### src/inc/ubrs_pkg.sv
// Constants shared by the banked register block and its infrared decoder.
// Assumes an 8-bit host bus with three address bits and one system clock.
package ubrs_pkg;

  // Address offsets
  localparam logic [2:0] OFF_DIV_LOW = 3'h0;
  localparam logic [2:0] OFF_DIV_HIGH = 3'h1;
  localparam logic [2:0] OFF_ENH_CTRL = 3'h2;
  localparam logic [2:0] OFF_LINE_CTRL = 3'h3;
  localparam logic [2:0] OFF_MODEM_CTRL = 3'h4;
  localparam logic [2:0] OFF_FLOW_ON_ONE = 3'h4;
  localparam logic [2:0] OFF_FLOW_ON_TWO = 3'h5;
  localparam logic [2:0] OFF_FLOW_OFF_ONE = 3'h6;
  localparam logic [2:0] OFF_THRESHOLD = 3'h6;
  localparam logic [2:0] OFF_FLOW_OFF_TWO = 3'h7;
  localparam logic [2:0] OFF_TRIGGER = 3'h7;
  localparam logic [2:0] OFF_READY = 3'h7;

  // Bank selection values and field positions
  localparam logic [7:0] LCR_ENH_BANK = 8'hbf;
  localparam int LCR_DIV_BIT = 7;
  localparam int EFR_ENH_BIT = 4;
  localparam int MCR_BANK_BIT = 6;

  // Values after reset
  localparam logic [7:0] RST_REG = 8'h00;
  localparam logic [3:0] RST_CNT = 4'h0;

  // Infrared decoder: oversampling ticks per bit
  localparam int IR_BIT_TICKS = 16;
  localparam logic [3:0] IR_LAST_TICK = 4'(IR_BIT_TICKS - 1);

  // Register bank in force
  typedef enum logic [1:0] {
    UBRS_BANK_BASE = 2'b00,
    UBRS_BANK_DIV = 2'b01,
    UBRS_BANK_ENH = 2'b10,
    UBRS_BANK_THR = 2'b11
  } ubrs_bank_t;

endpackage

### src/inc/ubrs_ir_if.sv
// Link between the register block and its infrared receive decoder.
// Assumes both ends run on the same system clock.
interface ubrs_ir_if;
  logic os_tick;
  logic int_rx;
  modport dec (input os_tick, output int_rx);
  modport top (output os_tick, input int_rx);
endinterface

### src/hw/ubrs_ir_decoder.sv
// Infrared receive decoder: one low bit time per falling edge on the pin.
// Assumes an oversampling tick pulse of one system clock, 16 per bit.
module ubrs_ir_decoder (
  // Clock and reset
  input wire logic i_sys_clk,
  input wire logic i_rst_b,
  // Receive pin
  input wire logic i_rx,
  // Decoded line
  ubrs_ir_if.dec ir
);

  logic [2:0] sync_r;
  logic filt_r;
  logic pend_r;
  logic low_r;
  logic [3:0] cnt_r;
  logic pend_nxt;
  logic low_nxt;
  logic [3:0] cnt_nxt;

  ////////////////////////////////////////////////////////////////////////////
  // Pin filter and edge detect
  wire agree = (sync_r[1] == sync_r[2]);
  wire fall = agree & ~sync_r[2] & filt_r;
  wire last = (cnt_r == ubrs_pkg::IR_LAST_TICK);
  wire start = ir.os_tick & pend_r & (~low_r | last);

  always_ff @(posedge i_sys_clk) begin
    if (!i_rst_b) begin
      sync_r <= 3'h7;
      filt_r <= 1'b1;
    end else begin
      sync_r <= {sync_r[1:0], i_rx};
      if (agree) begin
        filt_r <= sync_r[2];
      end
    end
  end

  ////////////////////////////////////////////////////////////////////////////
  // Sixteen-tick low pulse
  assign pend_nxt = fall | (pend_r & ~start);
  assign low_nxt = start | (low_r & ~(ir.os_tick & last));
  assign cnt_nxt = start ? ubrs_pkg::RST_CNT :
                   (ir.os_tick & low_r) ? cnt_r + 4'h1 : cnt_r;

  always_ff @(posedge i_sys_clk) begin
    if (!i_rst_b) begin
      pend_r <= 1'b0;
      low_r <= 1'b0;
      cnt_r <= ubrs_pkg::RST_CNT;
    end else begin
      pend_r <= pend_nxt;
      low_r <= low_nxt;
      cnt_r <= cnt_nxt;
    end
  end

  assign ir.int_rx = ~low_r;
endmodule

### src/hw/ubrs_regbank.sv
// Banked register select for one UART channel, with infrared receive decode.
// Assumes host bus strobes synchronous to i_sys_clk; base registers outside.
//
// Functional notes
// Divisor bank maps offsets 0 and 1
// Bank BF: offset 6 off-one, 4 on-one
// Bank BF: offset 7 off-two, 5 on-two
// Bank BF: offset 2 enhanced feature control
// Enhanced, modem bit: offset 6 threshold
// Same conditions: offset 7 FIFO triggers
// Modem change exposes FIFO ready at 7
// Host restores saved line control afterwards
// Host sets enhanced bit, then line 00
// Decoder triggers on falling edges only
// Positive pulse: zero shows after pulse
// Edge drives line low sixteen ticks
// Unmapped offsets fall through to base
module ubrs_regbank (
  // Clock and reset
  input wire logic i_sys_clk,
  input wire logic i_rst_b,
  // Host bus
  input wire logic i_cs_b,
  input wire logic i_wr_b,
  input wire logic i_rd_b,
  input wire logic [2:0] i_addr,
  input wire logic [7:0] i_data,
  output logic [7:0] o_data,
  output logic o_data_oe,
  // Base register set
  output logic o_base_wr,
  output logic o_base_rd,
  output logic [2:0] o_base_addr,
  input wire logic [7:0] i_base_rdata,
  // FIFO ready state
  input wire logic [7:0] i_fifo_rdy,
  // Configuration to the channel
  output logic [7:0] o_line_control,
  output logic [7:0] o_modem_control,
  output logic [7:0] o_enhanced_feature_ctrl,
  output logic [15:0] o_baud_divisor,
  output logic [7:0] o_flow_on_char_one,
  output logic [7:0] o_flow_on_char_two,
  output logic [7:0] o_flow_off_char_one,
  output logic [7:0] o_flow_off_char_two,
  output logic [7:0] o_flow_threshold_ctrl,
  output logic [7:0] o_fifo_trigger_levels,
  output logic [1:0] o_bank,
  // Infrared receive
  input wire logic i_os_tick,
  input wire logic i_rx,
  output logic o_int_rx
);

  logic [7:0] lcr_r;
  logic [7:0] mcr_r;
  logic [7:0] efr_r;
  logic [7:0] dll_r;
  logic [7:0] dlm_r;
  logic [7:0] on1_r;
  logic [7:0] on2_r;
  logic [7:0] off1_r;
  logic [7:0] off2_r;
  logic [7:0] tcr_r;
  logic [7:0] tlr_r;
  logic [7:0] rdata_r;
  logic oe_r;
  ubrs_pkg::ubrs_bank_t bank;

  ////////////////////////////////////////////////////////////////////////////
  // Bank decode
  function automatic logic hit(input logic en, input logic [2:0] a, input logic [2:0] off);
    hit = en & (a == off);
  endfunction

  wire wr_en = ~i_cs_b & ~i_wr_b;
  wire rd_en = ~i_cs_b & ~i_rd_b & i_wr_b;
  wire lcr_enh = (lcr_r == ubrs_pkg::LCR_ENH_BANK);
  wire lcr_div = lcr_r[ubrs_pkg::LCR_DIV_BIT] & ~lcr_enh;
  wire thr_sel = efr_r[ubrs_pkg::EFR_ENH_BIT] & ~lcr_enh;
  wire thr_bank = thr_sel & mcr_r[ubrs_pkg::MCR_BANK_BIT];
  wire rdy_bank = thr_sel & ~mcr_r[ubrs_pkg::MCR_BANK_BIT];

  always_comb begin
    if (lcr_enh) begin
      bank = ubrs_pkg::UBRS_BANK_ENH;
    end else if (lcr_div) begin
      bank = ubrs_pkg::UBRS_BANK_DIV;
    end else if (thr_bank) begin
      bank = ubrs_pkg::UBRS_BANK_THR;
    end else begin
      bank = ubrs_pkg::UBRS_BANK_BASE;
    end
  end

  wire in_div = (bank == ubrs_pkg::UBRS_BANK_DIV);
  wire in_enh = (bank == ubrs_pkg::UBRS_BANK_ENH);
  wire in_thr = (bank == ubrs_pkg::UBRS_BANK_THR);

  wire sel_lcr = hit(1'b1, i_addr, ubrs_pkg::OFF_LINE_CTRL);
  wire sel_dll = hit(in_div, i_addr, ubrs_pkg::OFF_DIV_LOW);
  wire sel_dlm = hit(in_div, i_addr, ubrs_pkg::OFF_DIV_HIGH);
  wire sel_efr = hit(in_enh, i_addr, ubrs_pkg::OFF_ENH_CTRL);
  wire sel_on1 = hit(in_enh, i_addr, ubrs_pkg::OFF_FLOW_ON_ONE);
  wire sel_off1 = hit(in_enh, i_addr, ubrs_pkg::OFF_FLOW_OFF_ONE);
  wire sel_on2 = hit(in_enh, i_addr, ubrs_pkg::OFF_FLOW_ON_TWO);
  wire sel_off2 = hit(in_enh, i_addr, ubrs_pkg::OFF_FLOW_OFF_TWO);
  wire sel_mcr = hit(~in_enh, i_addr, ubrs_pkg::OFF_MODEM_CTRL);
  wire sel_tcr = hit(in_thr, i_addr, ubrs_pkg::OFF_THRESHOLD);
  wire sel_tlr = hit(in_thr, i_addr, ubrs_pkg::OFF_TRIGGER);
  wire sel_frr = hit(rdy_bank & ~lcr_div, i_addr, ubrs_pkg::OFF_READY);
  wire sel_own = sel_lcr | sel_dll | sel_dlm | sel_efr | sel_on1 | sel_off1 | sel_on2
                 | sel_off2 | sel_mcr | sel_tcr | sel_tlr;
  wire wr_base = wr_en & ~sel_own;
  wire rd_base = rd_en & ~sel_own & ~sel_frr;

  ////////////////////////////////////////////////////////////////////////////
  // Read selection
  wire [7:0] rd_mux =
    sel_lcr ? lcr_r :
    sel_dll ? dll_r :
    sel_dlm ? dlm_r :
    sel_efr ? efr_r :
    sel_on1 ? on1_r :
    sel_on2 ? on2_r :
    sel_off1 ? off1_r :
    sel_off2 ? off2_r :
    sel_mcr ? mcr_r :
    sel_tcr ? tcr_r :
    sel_tlr ? tlr_r :
    sel_frr ? i_fifo_rdy :
    i_base_rdata;

  ////////////////////////////////////////////////////////////////////////////
  // Register writes
  always_ff @(posedge i_sys_clk) begin
    if (!i_rst_b) begin
      lcr_r <= ubrs_pkg::RST_REG;
      mcr_r <= ubrs_pkg::RST_REG;
      efr_r <= ubrs_pkg::RST_REG;
      dll_r <= ubrs_pkg::RST_REG;
      dlm_r <= ubrs_pkg::RST_REG;
      on1_r <= ubrs_pkg::RST_REG;
      on2_r <= ubrs_pkg::RST_REG;
      off1_r <= ubrs_pkg::RST_REG;
      off2_r <= ubrs_pkg::RST_REG;
      tcr_r <= ubrs_pkg::RST_REG;
      tlr_r <= ubrs_pkg::RST_REG;
    end else if (wr_en) begin
      if (sel_lcr) lcr_r <= i_data;
      if (sel_mcr) mcr_r <= i_data;
      if (sel_efr) efr_r <= i_data;
      if (sel_dll) dll_r <= i_data;
      if (sel_dlm) dlm_r <= i_data;
      if (sel_on1) on1_r <= i_data;
      if (sel_off1) off1_r <= i_data;
      if (sel_on2) on2_r <= i_data;
      if (sel_off2) off2_r <= i_data;
      if (sel_tcr) tcr_r <= i_data;
      if (sel_tlr) tlr_r <= i_data;
    end
  end

  // Registered read answer
  always_ff @(posedge i_sys_clk) begin
    if (!i_rst_b) begin
      rdata_r <= ubrs_pkg::RST_REG;
      oe_r <= 1'b0;
    end else begin
      rdata_r <= rd_en ? rd_mux : rdata_r;
      oe_r <= rd_en;
    end
  end

  ////////////////////////////////////////////////////////////////////////////
  // Outputs
  assign o_data = rdata_r;
  assign o_data_oe = oe_r;
  assign o_base_wr = wr_base;
  assign o_base_rd = rd_base;
  assign o_base_addr = i_addr;
  assign o_line_control = lcr_r;
  assign o_modem_control = mcr_r;
  assign o_enhanced_feature_ctrl = efr_r;
  assign o_baud_divisor = {dlm_r, dll_r};
  assign o_flow_on_char_one = on1_r;
  assign o_flow_on_char_two = on2_r;
  assign o_flow_off_char_one = off1_r;
  assign o_flow_off_char_two = off2_r;
  assign o_flow_threshold_ctrl = tcr_r;
  assign o_fifo_trigger_levels = tlr_r;
  assign o_bank = bank;

  ////////////////////////////////////////////////////////////////////////////
  // Infrared decoder
  ubrs_ir_if ir ();
  assign ir.os_tick = i_os_tick;
  assign o_int_rx = ir.int_rx;

  ubrs_ir_decoder u_dec (
    .i_sys_clk (i_sys_clk),
    .i_rst_b (i_rst_b),
    .i_rx (i_rx),
    .ir (ir)
  );
endmodule

### config.mk
export PLATFORM = sky130hd
export DESIGN_NAME = ubrs_regbank
export DESIGN_NICKNAME = d
export VERILOG_FILES = /design/src/inc/ubrs_pkg.sv /design/src/inc/ubrs_ir_if.sv /design/src/hw/ubrs_ir_decoder.sv /design/src/hw/ubrs_regbank.sv
export SDC_FILE = /design/constraint.sdc
export NUM_CORES = 1
export LEC_CHECK = 0
export ABC_AREA = 1
export BUFFER_PORTS_ARGS = -buffer_cell sky130_fd_sc_hd__buf_2
export CORE_UTILIZATION = 45
export CTS_CLUSTER_DIAMETER = 60
export DETAILED_ROUTE_END_ITERATION = 8
export GPL_TIMING_DRIVEN = 0
export HOLD_SLACK_MARGIN = 0.02
export PLACE_DENSITY_LB_ADDON = 0.05
export SETUP_SLACK_MARGIN = 0.2
export SYNTH_ARGS = -nofsm -noshare
export SYNTH_HDL_FRONTEND = slang
export SYNTH_SLANG_ARGS = --single-unit
### constraint.sdc
create_clock -name i_sys_clk -period 5.1 [get_ports i_sys_clk]
set_input_delay 1.02 -clock i_sys_clk [delete_from_list [all_inputs] [get_ports i_sys_clk]]
set_output_delay 1.02 -clock i_sys_clk [all_outputs]
set_load 0.05 [all_outputs]
==> metrics.txt <==
Final nets 934; Die X 108 um; number of antenna violations at the first check in global routing 0; CP max FO 9; DR vias 5515; CTS tree built; WP data arrival 2.83 ns; worst hold path type flop to flop; GRT Total Usage 29.3%; MaxCap Viol Count 0; largest net degree at the start of global routing 21; Fin Clk Skew 0.0145 ns; layout cells sized above 1 21.3%; worst-skew pair later-pin latency 0.40 ns; drt first pass iters 5; CTS Sinks 107; post-synth top area cell dfxtp_1; Non-Filler Instances 1043; top post-synthesis cells by area dfxtp_1 (42%), nand2_1 (13%), a21oi_1 (11%); Setup crit end kind output port; worst rel slew slack 54.8%; initial core utilization 46.5%; Pleak 3.02 nW; CP Launch Type input port; # H-tree levels 3; DP Area 5930 um2; final global-route overflow total 0; post-CTS sizing 0; gate count after technology mapping 749; clk slew on worst S/H paths 0.12 ns; cts hold-fix bufs 0; Setup violations, final 0; outcome complete, no violations; pwr dens 250 nW/um2; Final HPWL DP 12.5 mm; WL per Instance 16.2 um; register area share after synthesis 42.3%; detailed-route wire length 16.9 mm; Unique masters post-synth 31; initial DRC count 451; FP Rows 38; Top Ports 139; Area Growth Syn to Fin 20.9%; DIE HEIGHT 108 um; clock buffer count from CTS 9; Setup WS post-layout 1.25 ns; I/O Buffers 138; setup bufs post-CTS 0; Netlist Area Pre-Place 5060 um2; Worst VDD drop 0.241 mV; final instance area 6120 um2; Placed Cells 1027; Post-DRT Antenna Nets 0; DR DRC count 0; # diodes 0; final period utilization 75.4%; Placer Congestion 0.925; required time worst endpoint 4.08 ns; yosys warns 0; RSZ-0062 raised after global routing no; Primary FF master, synth dfxtp_1; Crit Path Category input port to output port; die area 11700 um2; Power Total 1.53 mW; Avg Vias per Cell 5.29; root buf cell clkbuf_8; vias in the first global route 4895; fmax 260 MHz; Max clock buf depth 2; Mapped Avg Cell Area 6.76 um2; Mapped Nets 785; setup TNS 0 ns; core area 10900 um2; max-slew violations 0; worst slew pin tran 0.676 ns; Tmin final 3.85 ns; DP Worst Slack 1.29 ns; Post-synth EDFFs 0; post-synth top area share 42.3%; first-pass GRT wire length 25.5 mm; ys async rst share 0%; #FFs+latches synth 107; Final Hold Viols 0
[through the flow]
| stage | hold WS [ns] | utilization, % |
|---|---|---|
| detailed placement | 0.408 | 54.4 |
| finish | 0.447 | 56.2 |
| global route | 0.460 | 56.2 |
| floorplan | 0.393 | - |
| CTS | 0.446 | 56.2 |
| global placement | 0.407 | 54.4 |
[synth_stat cells, types with 2 or more instances]
cell and count:
buf_4 5, nor2_1 83, nor2_4 2, nand2_1 177, clkbuf_1 20, nand3_1 25, ha_1 2, buf_2 8
a21oi_1 115, or2_2 5, nor3_2 2, inv_2 6, nand4_1 6, a211oi_1 8, dfxtp_1 107, o21ai_0 93
clkinv_1 10, inv_1 58, nor2_2 4, xor2_1 2
[where the power goes]
group / total [mW] / internal [mW] / leakage [nW] / switching [mW]
clock network: 0.520 / 0.192 / 0.101 / 0.328
registers: 0.846 / 0.842 / 0.863 / 0.00427
logic: 0.163 / 0.0411 / 2.05 / 0.122
total: 1.53 / 1.07 / 3.02 / 0.454
[critical path, stage by stage]
cell	delay, ns
buf_2	0.10
nor2_1	0.53
clkinv_1	0.61
nor2_1	0.27
buf_2	0.29
[registers in the layout, indices dropped and copies added, names as in the netlist, 8 cells and up]
register                 count
o_flow_threshold_ctrl        8
dlm_r                        8
o_flow_off_char_one          8
o_flow_on_char_two           8
o_modem_control              8
o_fifo_trigger_levels        8
o_flow_off_char_two          8
o_flow_on_char_one           8
o_line_control               8
o_data                       8
o_enhanced_feature_ctrl      8
dll_r                        8
[layer usage]
metal | global-route usage (%) | vias to the layer above | part of all wire [%]
li1 | - | 2734 | -
met1 | 39.8 | 2521 | 45
met2 | 45.2 | 235 | 44
met3 | 6.45 | 25 | 8.3
met4 | 11.1 | 0 | 2.2
met5 | 0 | - | 0
[cell families (layout without fill, tap and decap cells)]
kind of cell    count (synthesis)  in the layout  synth area share, %
buf+inv                       109            263                 8.80
xor+xnor                        3              3                0.519
simple gates                  311            311                 26.0
compound gates                217            217                 21.9
flops                         107            107                 42.3
fa+ha+maj                       2              2                0.494
[area by class of cell]
class,count,area (um2)
Buffer,35,168
Clock buffer,9,124
Clock inverter,7,70.1
Fill cell,1127,4770
Inverter,74,278
Multi-Input combinational cell,533,2470
Sequential cell,107,2140
Tap cell,140,175
Timing Repair Buffer,138,691
[worst paths after layout]
| check | from | endpoint | slack (ns) | cells past startpoint |
|---|---|---|---|---|
| hold reg to reg | u_dec.sync_r[1] | u_dec.sync_r[2] | 0.45 | 2 |
| setup / recovery | i_cs_b | o_base_wr | 1.25 | 5 |
| hold / removal | u_dec.sync_r[1] | u_dec.sync_r[2] | 0.45 | 2 |
| setup reg to reg | o_enhanced_feature_ctrl[4] | o_data[7] | 2.48 | 19 |
[cell usage in the layout, fill, tap and decap left out, drive strengths merged]
cell type,count
nor3b,1
or2,6
clkinv,13
nand3,27
nand4,7
clkbuf,29
xnor2,1
nor2,89
ha,2
inv,68
xor2,2
o311ai,1
buf,153
nand2,178
o21ai,93
a211oi,8
nor3,3
dfxtp,107
a21oi,115
No activity file was read; power rests on OpenSTA's default activity.
